### src/verilog/spi_flash_pkg.sv
// Purpose: Shared constants for the serial flash device end and its host end
// Assumes: 18-bit array address, 8-bit opcodes, status byte layout below
// Notes:   Host register offsets are byte addresses on the plain register port
package spi_flash_pkg;
	localparam logic [7:0]  OP_WR_ENABLE   = 8'h06;
	localparam logic [7:0]  OP_WR_DISABLE  = 8'h04;
	localparam logic [7:0]  OP_RDSR        = 8'h05;
	localparam logic [7:0]  OP_STAT_WRITE  = 8'h01;
	localparam logic [7:0]  OP_PROGRAM     = 8'h02;
	localparam logic [7:0]  OP_SECT_ERASE  = 8'h20;
	localparam logic [7:0]  OP_BLK_ERASE_A = 8'hd8;
	localparam logic [7:0]  OP_BLK_ERASE_B = 8'h52;
	localparam logic [7:0]  OP_CE_A  = 8'hc7;
	localparam logic [7:0]  OP_CE_B  = 8'h60;
	localparam logic [7:0]  OP_SLEEP   = 8'hb9;
	localparam logic [7:0]  OP_WAKE_ID = 8'hab;
	localparam logic [7:0]  OP_OTP   = 8'h3a;
	// Status byte fields
	localparam int          SB_BUSY  = 0;
	localparam int          SB_LATCH = 1;
	localparam int          SB_BP_LO = 2;
	localparam int          SB_LOCK  = 7;
	// Array geometry, 262144 bytes
	localparam int          AW       = 18;
	localparam logic [17:0] ADDR_MAX = 18'h3ffff;
	localparam logic [17:0] Q3_BASE  = 18'h30000;
	localparam logic [17:0] H2_BASE  = 18'h20000;
	localparam logic [17:0] S60_BASE = 18'h3c000;
	localparam logic [17:0] S62_BASE = 18'h3e000;
	localparam int          BUSY_W   = 16;
	localparam logic [8:0]  PAGE_LEN = 9'h100;
	// Host register map
	localparam logic [3:0]  HREG_SHIFT  = 4'h0;
	localparam logic [3:0]  HREG_STATUS = 4'h4;
	localparam logic [3:0]  HREG_RX     = 4'h8;
	localparam logic [3:0]  HREG_CFG    = 4'hc;
	localparam int          HW_LAST  = 8;
	localparam int          HC_MODE3 = 0;
	localparam int          HC_WP    = 1;
endpackage : spi_flash_pkg

### src/verilog/spi_flash_if.sv
// Purpose: Four-wire link plus write-protect pin between host and flash device
// Assumes: Device output released by so_oe_n high
// Notes:   Released data line reads as a pulled-up one
`timescale 1ns/100ps
interface spi_flash_if;
	logic cs_n;
	logic sclk;
	logic si;
	logic so;
	logic so_oe_n;
	logic wp_n;
	wire  so_line = so_oe_n ? 1'b1 : so;
	modport dev  (input cs_n, input sclk, input si, input wp_n, output so, output so_oe_n);
	modport host (output cs_n, output sclk, output si, output wp_n, input so_line);
endinterface : spi_flash_if

### src/verilog/spi_flash_dev.sv
// Purpose: Command, busy and protection logic of a serial flash device
// Assumes: i_clk far faster than the link clock; pins synchronised
// Notes:   Array storage lives outside; program is an AND write, erase a range fill
// Behaviour
// - Works with clock idling low or high
// - Sample input rising, change output falling
// - Host enables writes before a program sequence
// - Program up to 256 bytes within page
// - Erase fills sector, block or array with ones
// - Host enables writes before any erase
// - Busy flag set during write cycles
// - Active while selected or cycle running
// - Deep sleep until wake command
// - Deep sleep ignores all but wake
// - Three protect bits select refused range
// - Protect bit plus pin locks status bits
// - OTP lock bit refuses OTP program/erase
// - OTP status write only sets lock
// - Write commands need whole byte count
// - Modifying commands need latch set
// - Latch clears at reset, write disable and accepted writes
// - Top bit 0: none, quarter, half, all
// - Top bit 1: none, sectors 0-59, 0-61, all
// - Array of 64 sectors, four blocks
// - Deselected output released; first fall needed
// - Opcode first, MSB first, address follows
//
// Implementation choices: the placing of the registers and the strobed register port.
`timescale 1ns/100ps
module spi_flash_dev
	import spi_flash_pkg::*;
#(
	parameter int         PROG_CYCLES  = 512,
	parameter int         STAT_CYCLES  = 256,
	parameter int         SECT_CYCLES  = 1024,
	parameter int         BLOCK_CYCLES = 2048,
	parameter int         CHIP_CYCLES  = 4096,
	parameter logic [7:0] DEV_ID       = 8'h5a  // Arbitrary identifier value
) (
	input  wire logic            i_clk,
	input  wire logic            i_rst_n,
	spi_flash_if.dev             link,
	output logic                 o_mem_we,
	output logic [AW-1:0]        o_mem_addr,
	output logic [7:0]           o_mem_and_data,
	output logic                 o_erase,
	output logic [AW-1:0]        o_erase_lo,
	output logic [AW-1:0]        o_erase_hi,
	output logic                 o_otp_target,
	output logic                 o_busy,
	output logic                 o_active,
	output logic                 o_sleep,
	output logic [7:0]           o_status
);
	initial begin
		if (PROG_CYCLES <= 256 || PROG_CYCLES >= 2**BUSY_W || STAT_CYCLES < 1 || SECT_CYCLES < 1
			|| BLOCK_CYCLES < 1 || CHIP_CYCLES < 1 || CHIP_CYCLES >= 2**BUSY_W)
			$error("spi_flash_dev: cycle counts out of range");
	end

	////////////////////////////////////////////////////////////////////////
	// Pin synchronisers; edge detect only on second stage onward
	logic cs_s1, cs_s2, cs_s3, ck_s1, ck_s2, ck_s3, si_s1, si_s2, wp_s1, wp_s2;
	always_ff @(posedge i_clk) begin
		if (!i_rst_n) begin
			{cs_s1, cs_s2, cs_s3} <= 3'h7;
			{ck_s1, ck_s2, ck_s3} <= 3'h0;
			{si_s1, si_s2, wp_s1, wp_s2} <= 4'hf;
		end else begin
			{cs_s1, cs_s2, cs_s3} <= {link.cs_n, cs_s1, cs_s2};
			{ck_s1, ck_s2, ck_s3} <= {link.sclk, ck_s1, ck_s2};
			{si_s1, si_s2, wp_s1, wp_s2} <= {link.si, si_s1, link.wp_n, wp_s1};
		end
	end

	logic        armed, in_frame, busy, sleep, wr_latch, stat_prot, otp, otp_lock;
	logic [2:0]  bp;
	logic [2:0]  bit_cnt;
	logic [8:0]  byte_cnt;
	logic [6:0]  sh;
	logic [7:0]  opcode, tx;
	logic [23:0] a;

	wire       cs_fall  = cs_s3 & ~cs_s2;
	wire       cs_rise  = cs_s2 & ~cs_s3;
	wire       ck_rise  = ck_s2 & ~ck_s3 & in_frame;
	wire       ck_fall  = ck_s3 & ~ck_s2 & in_frame;
	wire       byte_end = ck_rise && bit_cnt == 3'h7;
	wire [7:0] byte_in  = {sh, si_s2};
	wire [7:0] cur_op   = (byte_cnt == 9'h0) ? byte_in : opcode;
	wire [7:0] status   = {(otp ? otp_lock : stat_prot), 2'h0, bp, wr_latch, busy};

	////////////////////////////////////////////////////////////////////////
	// Target range and protection decode
	function automatic logic prot_at(input logic [2:0] sel, input logic [AW-1:0] ad);
		unique case (sel)
			3'b001:  prot_at = ad >= Q3_BASE;
			3'b010:  prot_at = ad >= H2_BASE;
			3'b101:  prot_at = ad < S60_BASE;
			3'b110:  prot_at = ad < S62_BASE;
			3'b011,
			3'b111:  prot_at = 1'b1;
			default: prot_at = 1'b0;
		endcase
	endfunction : prot_at

	wire          is_sect = opcode == OP_SECT_ERASE;
	wire          is_blk  = opcode == OP_BLK_ERASE_A || opcode == OP_BLK_ERASE_B;
	wire          is_ce   = opcode == OP_CE_A || opcode == OP_CE_B;
	wire          is_prog = opcode == OP_PROGRAM;
	wire [AW-1:0] tgt     = a[AW-1:0];
	// sector n starts at n*1000h, block at 10000h steps
	wire [AW-1:0] rng_lo  = is_ce ? '0 : is_sect ? {tgt[17:12], 12'h000}
	                      : is_blk ? {tgt[17:16], 16'h0000} : {tgt[17:8], 8'h00};
	wire [AW-1:0] rng_hi  = is_ce ? ADDR_MAX : is_sect ? {tgt[17:12], 12'hfff}
	                      : is_blk ? {tgt[17:16], 16'hffff} : {tgt[17:8], 8'hff};
	wire          refused = otp ? (otp_lock | is_ce)
	                      : (prot_at(bp, rng_lo) | prot_at(bp, rng_hi));
	wire          hw_prot = stat_prot & ~wp_s2;

	wire cmd_ok     = cs_rise && in_frame && bit_cnt == 3'h0 && !sleep && !busy;
	wire do_wr_en   = cmd_ok && opcode == OP_WR_ENABLE && byte_cnt == 9'h1;
	wire do_wr_dis  = cmd_ok && opcode == OP_WR_DISABLE && byte_cnt == 9'h1;
	wire do_otp     = cmd_ok && opcode == OP_OTP && byte_cnt == 9'h1;
	wire do_sleep   = cmd_ok && opcode == OP_SLEEP && byte_cnt == 9'h1;
	wire do_stat_wr = cmd_ok && wr_latch && opcode == OP_STAT_WRITE && byte_cnt == 9'h2
	                  && (otp || !hw_prot);
	wire do_prog    = cmd_ok && wr_latch && is_prog && byte_cnt >= 9'h5 && !refused;
	wire do_ers     = cmd_ok && wr_latch && !refused
	                  && (((is_sect || is_blk) && byte_cnt == 9'h4) || (is_ce && byte_cnt == 9'h1));
	wire do_wake    = cs_rise && in_frame && sleep && opcode == OP_WAKE_ID && byte_cnt != 9'h0;
	wire [BUSY_W-1:0] ers_len = is_ce ? BUSY_W'(CHIP_CYCLES - 1)
	                          : is_blk ? BUSY_W'(BLOCK_CYCLES - 1) : BUSY_W'(SECT_CYCLES - 1);

	////////////////////////////////////////////////////////////////////////
	// Frame tracking and shift-in
	always_ff @(posedge i_clk) begin
		if (!i_rst_n) begin
			armed    <= 1'b0;
			in_frame <= 1'b0;
			bit_cnt  <= 3'h0;
			byte_cnt <= 9'h0;
			sh       <= 7'h0;
			opcode   <= 8'h00;
			a        <= 24'h0;
		end else begin
			if (cs_s2)
				armed <= 1'b1;
			if (cs_fall) begin
				in_frame <= armed;
				bit_cnt  <= 3'h0;
				byte_cnt <= 9'h0;
			end else if (cs_s2) begin
				in_frame <= 1'b0;
			end else if (ck_rise) begin
				bit_cnt <= bit_cnt + 3'h1;
				sh      <= byte_in[6:0];
				if (byte_end && byte_cnt != 9'h1ff)
					byte_cnt <= byte_cnt + 9'h1;
				if (byte_end && byte_cnt == 9'h0)
					opcode <= byte_in;
				if (byte_end && byte_cnt >= 9'h1 && byte_cnt <= 9'h3)
					a <= {a[15:0], byte_in};
			end
		end
	end

	////////////////////////////////////////////////////////////////////////
	// Page buffer, filled only while idle so a running program is not disturbed
	logic [7:0]         pbuf [PAGE_LEN];
	logic [PAGE_LEN-1:0] pvalid;
	wire  [7:0]         pidx   = 8'(a[7:0] + 8'(byte_cnt - 9'h4));
	wire                pcatch = byte_end && !busy && !sleep && is_prog && byte_cnt >= 9'h4;
	always_ff @(posedge i_clk) begin
		if (pcatch)
			pbuf[pidx] <= byte_in;
	end
	always_ff @(posedge i_clk) begin
		if (!i_rst_n || (cs_fall && !busy))
			pvalid <= '0;
		else if (pcatch)
			pvalid[pidx] <= 1'b1;
	end

	////////////////////////////////////////////////////////////////////////
	// Status, latch and power state
	always_ff @(posedge i_clk) begin
		if (!i_rst_n) begin
			wr_latch  <= 1'b0;
			stat_prot <= 1'b0;
			bp        <= 3'h0;
			otp       <= 1'b0;
			otp_lock  <= 1'b0;
			sleep     <= 1'b0;
		end else begin
			if (do_wr_en)
				wr_latch <= 1'b1;
			else if (do_wr_dis || do_stat_wr || do_prog || do_ers)
				wr_latch <= 1'b0;
			if (do_otp)
				otp <= 1'b1;
			else if (do_wr_dis)
				otp <= 1'b0;
			if (do_stat_wr && otp)
				otp_lock <= 1'b1;
			else if (do_stat_wr) begin
				stat_prot <= a[SB_LOCK];
				bp        <= a[SB_BP_LO +: 3];
			end
			if (do_sleep)
				sleep <= 1'b1;
			else if (do_wake)
				sleep <= 1'b0;
		end
	end

	////////////////////////////////////////////////////////////////////////
	// Internal cycle: counts down; program walks the page buffer first
	logic [BUSY_W-1:0] busy_cnt;
	logic [8:0]        widx;
	logic [AW-9:0]     page;
	always_ff @(posedge i_clk) begin
		if (!i_rst_n) begin
			busy     <= 1'b0;
			busy_cnt <= '0;
			widx     <= PAGE_LEN;
			page     <= '0;
		end else if (do_stat_wr || do_prog || do_ers) begin
			busy     <= 1'b1;
			busy_cnt <= do_stat_wr ? BUSY_W'(STAT_CYCLES - 1) : do_prog ? BUSY_W'(PROG_CYCLES - 1) : ers_len;
			widx     <= do_prog ? 9'h0 : PAGE_LEN;
			page     <= tgt[AW-1:8];
		end else begin
			if (busy_cnt == '0)
				busy <= 1'b0;
			else
				busy_cnt <= busy_cnt - BUSY_W'(1);
			if (widx != PAGE_LEN)
				widx <= widx + 9'h1;
		end
	end

	////////////////////////////////////////////////////////////////////////
	// Array and status outputs
	always_ff @(posedge i_clk) begin
		if (!i_rst_n) begin
			o_mem_we       <= 1'b0;
			o_mem_addr     <= '0;
			o_mem_and_data <= 8'hff;
			o_erase        <= 1'b0;
			o_erase_lo     <= '0;
			o_erase_hi     <= '0;
			o_otp_target   <= 1'b0;
			o_busy         <= 1'b0;
			o_active       <= 1'b0;
			o_sleep        <= 1'b0;
			o_status       <= 8'h00;
		end else begin
			o_mem_we       <= widx != PAGE_LEN && pvalid[widx[7:0]];
			o_mem_addr     <= {page, widx[7:0]};
			o_mem_and_data <= pbuf[widx[7:0]];
			o_erase        <= do_ers;
			if (do_ers) begin
				o_erase_lo <= rng_lo;
				o_erase_hi <= rng_hi;
			end
			if (do_prog || do_ers)
				o_otp_target <= otp;
			o_busy   <= busy;
			o_active <= !cs_s2 || busy;
			o_sleep  <= sleep;
			o_status <= status;
		end
	end

	////////////////////////////////////////////////////////////////////////
	// Shift-out on falling edges; status repeats each byte
	wire [7:0] tx_next = (cur_op == OP_RDSR && !sleep) ? status
	                   : (cur_op == OP_WAKE_ID && byte_cnt >= 9'h3) ? DEV_ID : 8'h00;
	always_ff @(posedge i_clk) begin
		if (!i_rst_n) begin
			tx           <= 8'h00;
			link.so      <= 1'b0;
			link.so_oe_n <= 1'b1;
		end else begin
			link.so_oe_n <= cs_s2 | ~in_frame;
			if (byte_end)
				tx <= tx_next;
			else if (ck_fall) begin
				link.so <= tx[7];
				tx      <= {tx[6:0], 1'b0};
			end
		end
	end
endmodule : spi_flash_dev

### src/flat_wrapper.sv
// flat-port wrapper written by rule: the top's interface ports become plain ports
module spi_flash_dev_flat import spi_flash_pkg::*;
#(
	parameter int         PROG_CYCLES  = 512,
	parameter int         STAT_CYCLES  = 256,
	parameter int         SECT_CYCLES  = 1024,
	parameter int         BLOCK_CYCLES = 2048,
	parameter int         CHIP_CYCLES  = 4096,
	parameter logic [7:0] DEV_ID       = 8'h5a                               
)
  (i_clk, i_rst_n, o_mem_we, o_mem_addr, o_mem_and_data, o_erase, o_erase_lo, o_erase_hi, o_otp_target, o_busy, o_active, o_sleep, o_status, link_cs_n, link_sclk, link_si, link_wp_n, link_so, link_so_oe_n);
  spi_flash_if link_i ();
  input  wire logic i_clk;
  input  wire logic i_rst_n;
  output logic o_mem_we;
  output logic [AW-1:0] o_mem_addr;
  output logic [7:0] o_mem_and_data;
  output logic o_erase;
  output logic [AW-1:0] o_erase_lo;
  output logic [AW-1:0] o_erase_hi;
  output logic o_otp_target;
  output logic o_busy;
  output logic o_active;
  output logic o_sleep;
  output logic [7:0] o_status;
  input wire logic [$bits(link_i.cs_n)-1:0] link_cs_n;
  input wire logic [$bits(link_i.sclk)-1:0] link_sclk;
  input wire logic [$bits(link_i.si)-1:0] link_si;
  input wire logic [$bits(link_i.wp_n)-1:0] link_wp_n;
  output wire logic [$bits(link_i.so)-1:0] link_so;
  output wire logic [$bits(link_i.so_oe_n)-1:0] link_so_oe_n;
  assign link_i.cs_n = link_cs_n;
  assign link_i.sclk = link_sclk;
  assign link_i.si = link_si;
  assign link_i.wp_n = link_wp_n;
  assign link_so = link_i.so;
  assign link_so_oe_n = link_i.so_oe_n;
  spi_flash_dev #(.PROG_CYCLES(PROG_CYCLES), .STAT_CYCLES(STAT_CYCLES), .SECT_CYCLES(SECT_CYCLES), .BLOCK_CYCLES(BLOCK_CYCLES), .CHIP_CYCLES(CHIP_CYCLES), .DEV_ID(DEV_ID)) u_core (.i_clk(i_clk), .i_rst_n(i_rst_n), .link(link_i), .o_mem_we(o_mem_we), .o_mem_addr(o_mem_addr), .o_mem_and_data(o_mem_and_data), .o_erase(o_erase), .o_erase_lo(o_erase_lo), .o_erase_hi(o_erase_hi), .o_otp_target(o_otp_target), .o_busy(o_busy), .o_active(o_active), .o_sleep(o_sleep), .o_status(o_status));
endmodule
### config.mk
export PLATFORM = sky130hd
export DESIGN_NAME = spi_flash_dev_flat
export DESIGN_NICKNAME = d
export VERILOG_FILES = /design/src/verilog/spi_flash_pkg.sv /design/src/verilog/spi_flash_if.sv /design/src/verilog/spi_flash_dev.sv /design/src/flat_wrapper.sv
export SDC_FILE = /design/constraint.sdc
export NUM_CORES = 2
export LEC_CHECK = 0
export BUFFER_PORTS_ARGS = -buffer_cell sky130_fd_sc_hd__buf_2
export CAP_MARGIN = 25
export CELL_PAD_IN_SITES_DETAIL_PLACEMENT = 0
export CELL_PAD_IN_SITES_GLOBAL_PLACEMENT = 2
export CORE_MARGIN = 5
export CORE_UTILIZATION = 35
export DETAILED_ROUTE_END_ITERATION = 7
export PLACE_DENSITY_LB_ADDON = 0.3
export REMOVE_ABC_BUFFERS = 1
export SYNTH_ARGS = -nofsm -noshare
export SYNTH_HDL_FRONTEND = slang
export SYNTH_SLANG_ARGS = --single-unit
### constraint.sdc
create_clock -name i_clk -period 6.4 [get_ports i_clk]
set_input_delay 0.32 -clock i_clk [delete_from_list [all_inputs] [get_ports i_clk]]
set_output_delay 0.32 -clock i_clk [all_outputs]
set_load 0.1 [all_outputs]
==> out/qor.yml <==
status: "finished, final reports clean"
fillers: 24300
final_cell_mix: "2048 x edfxtp_1, 618 x mux4_2, 411 x dfxtp_1"
final_common_cell: "edfxtp_1"
dr.pass1.iters: 5
critical_path_class: "reg2reg"
slowest_stage: "nand3_1"
maxSlewHeadroom_pct: 20.57
cpPeakStageDelay_ns: 0.77
cp_top_family: "simple AND/OR/NAND/NOR gates"
ios: 84
finalHoldViolations: 0
critPathMaxFanout: 16
rsz0062_at_grt: "no"
use_met2_pct: 30.97
syn_area_mm2: 0.09620
io_buffers: 73
crit_chain: "ha_1, ha_1, inv_1, fa_1, nor2b_1, o21ai_1, a21boi_1, o21ai_1, a21o_1, nand3_1, buf_4, nor2_1"
grt_start_max_net_pins: 185
pwr-share-clk_pct: 47.1
finalCritPeriodShare_pct: 76.30
syn-instance-count: 5274
routedWlPerCell_um: 31.48
place_hpwl_mm: 178.2
worst_r2r_endpoint: "u_core.pbuf[211][1]$_DFFE_PP_"
route.antenna.remaining_nets: 0
grt_overflow: 0
drc: 0
antenna_found_initial: 16
crit_buf_inv: 2
syn_avg_cell_area_um2: 18.24
dieArea_mm2: 0.2854
whs_path_depth: 3
drt-total-wl_mm: 290.3
p_int_mw: 26.72
max_clock_freq_ghz: 0.2048
clk_pin_slew_worst_paths_ns: 0.06
pre_cts_ws_ns: 1.493
cts_made_buffers: 280
fin_ws_ns: 1.517
ff_latch_area_mm2: 0.07005
drt_iter0_markers: 5658
p_leak_nw: 34.42
synth_top_area_share_pct: 63.93
ys.flop_type: "edfxtp_1"
synth_edf_count: 2048
htreeDepth: 5
grtUsageMet1_pct: 27.40
core_area_mm2: 0.2736
multi_input_area_mm2: 0.02455
cp.required_ns: 6.94
rows: 192
cp.arrival_ns: 5.43
finalSetupViolations: 0
routed_via_density: 5.577
total_power_mw: 33.36
ys_async_sr_fraction_pct: 0
design_area_mm2: 0.1101
cts_tree: "done"
max_cap_viol_count: 0
clk_latency_ns: 0.94
syn_to_final_growth_pct: 14.43
fin_util_pct: 40.23
vias: 51450
top_usage_layer: "met2"
p_sw_mw: 6.638
min_from: "link_si"
seq_area_frac_synth_pct: 72.77
ff2ff_setup_slack_ns: 1.52
grt_pass1_wl_mm: 404.7
grt_pass1_vias: 51060
r2r-start: "u_core.byte_cnt[1]$_SDFFE_PP0P_"
power_density_mw_per_mm2: 303.0
ys_seq_elements: 2473
place.gp.congestion: 0.8246
start_kind: "flop"
slew_violations: 0
initial_core_util_pct: 35.16
cts_sinks: 2473
root_buffer: "clkbuf_16"
ys_types: 84
switching_share_pct: 19.90
netlist_top_cells_area: "edfxtp_1 64%, mux4_2 14%, dfxtp_1 8.8%, nor2_1 1.6%, a22o_1 1.4%"
endpoint_kind: "flop"
grt.total_usage_pct: 19.92
dpl-instance-area_mm2: 0.1011
seqPwrFrac_pct: 51.8
ys.warnings.count: 0
synth_top_area_cell: "edfxtp_1"
min_to: "u_core.si_s1$_SDFF_PN1_"
cts_buffer_depth: 4
holdCritPathClass: "in2reg"
power_frac_comb_pct: 1.1
layout-drive-gt1-share_pct: 23.46
max-vdd-ir-drop_v: 0.0003017
die_h_um: 534.3
startpoint: "u_core.byte_cnt[1]$_SDFFE_PP0P_"
finalCriticalPeriod_ns: 4.883
fin_skew_ns: 0.06330
tightestPinTransition_ns: 1.192
tns_ns: 0
die_width_um: 534.3
worst_r2r_path_depth: 12
nNetsFinal: 5467
met3_usage_pct: 4.996
## repair_timing
| item | CTS | global route |
|---|---|---|
| endpoints found under the hold margin | 16 | 0 |
| buffers inserted | 0 | 0 |
| gates resized for setup | 0 | 0 |
| hold buffers | 7 | 0 |
## stage by stage
| step | cells | hold WS, ns |
|---|---|---|
| 2_1_floorplan | 4927 | 0.3863 |
| 3_3_place_gp | 8726 | 0.3903 |
| 3_5_place_dp | 8733 | 0.3950 |
| 4_1_cts | 9212 | 0.07368 |
| 5_1_grt | 9218 | 0.09677 |
| 6_report | 9224 | 0.1357 |
## Yosys cell counts, drive strengths merged (55+ instances only)
cell and instances:
a21oi 94, mux4 618, mux2i 76, a22o 154, edfxtp 2048, nor2 422, nand2 279, nand3 55
clkbuf 200, a22oi 69, buf 156, dfxtp 425, o21ai 181
## per-layer routing
metal | part of all wire (%) | vias to the layer above
met3 | 7.8 | 450
met1 | 42 | 27430
met5 | 0.0090 | -
met4 | 3.7 | 4
li1 | - | 21530
met2 | 46 | 2037
## state kept, by name (all words and copies together) (netlist names), 9 cells and up
| register | flops |
|---|---|
| u_core.o_erase_lo | 10 |
| u_core.page | 10 |
| u_core.a | 18 |
| u_core.pbuf | 2048 |
| u_core.widx | 9 |
| u_core.pvalid | 256 |
| u_core.o_mem_addr | 18 |
| u_core.o_erase_hi | 11 |
| u_core.byte_cnt | 9 |
| u_core.busy_cnt | 16 |
## tightest hold or removal path, cell delays in order
cell and delay (ns):
dlygate4sd3_1 0.52, buf_2 0.09, nand2b_1 0.08
## worst max path at each step
stage	end	slack, ns	depth (start not counted)
after global placement	u_core.pbuf[211][4]$_DFFE_PP_	1.45	12
after floorplan	u_core.widx[0]$_SDFFE_PN0P_	-22.69	6
after CTS	u_core.pbuf[216][4]$_DFFE_PP_	1.48	12
after global routing	u_core.pbuf[211][1]$_DFFE_PP_	1.05	12
final	u_core.pbuf[211][1]$_DFFE_PP_	1.52	12
after detailed placement	u_core.pbuf[216][4]$_DFFE_PP_	1.49	12
## area by class of cell
class	count	share of cell area, %
sequential	2473	63.64
multi-input combinational	2407	22.30
clock buffer	336	6.771
tap	3589	4.079
timing repair buffer	227	1.753
clock inverter	136	1.279
inverter	47	0.1625
antenna	9	0.02046
## kinds of logic (layout without fill, tap and decap cells)
family,Yosys count,in the layout,share of synthesized area [%]
flops,2473,2473,72.77
simple gates,975,975,4.600
mux,703,703,15.36
compound gates,663,663,4.751
buf+inv,403,746,1.894
xor+xnor,31,31,0.2822
fa+ha+maj,25,25,0.3330
other cells,1,19,0.003898
## power by group through the flow
stage,sequential (mW),clock (mW),combinational [mW]
3_3_place_gp,17.6,0,0.366
2_1_floorplan,17.6,0,0.255
3_5_place_dp,17.6,0,0.368
4_1_cts,17.3,16.0,0.374
5_1_grt,17.3,16.7,0.411
6_report,17.3,15.7,0.370
(Power assumes the default switching activity.)
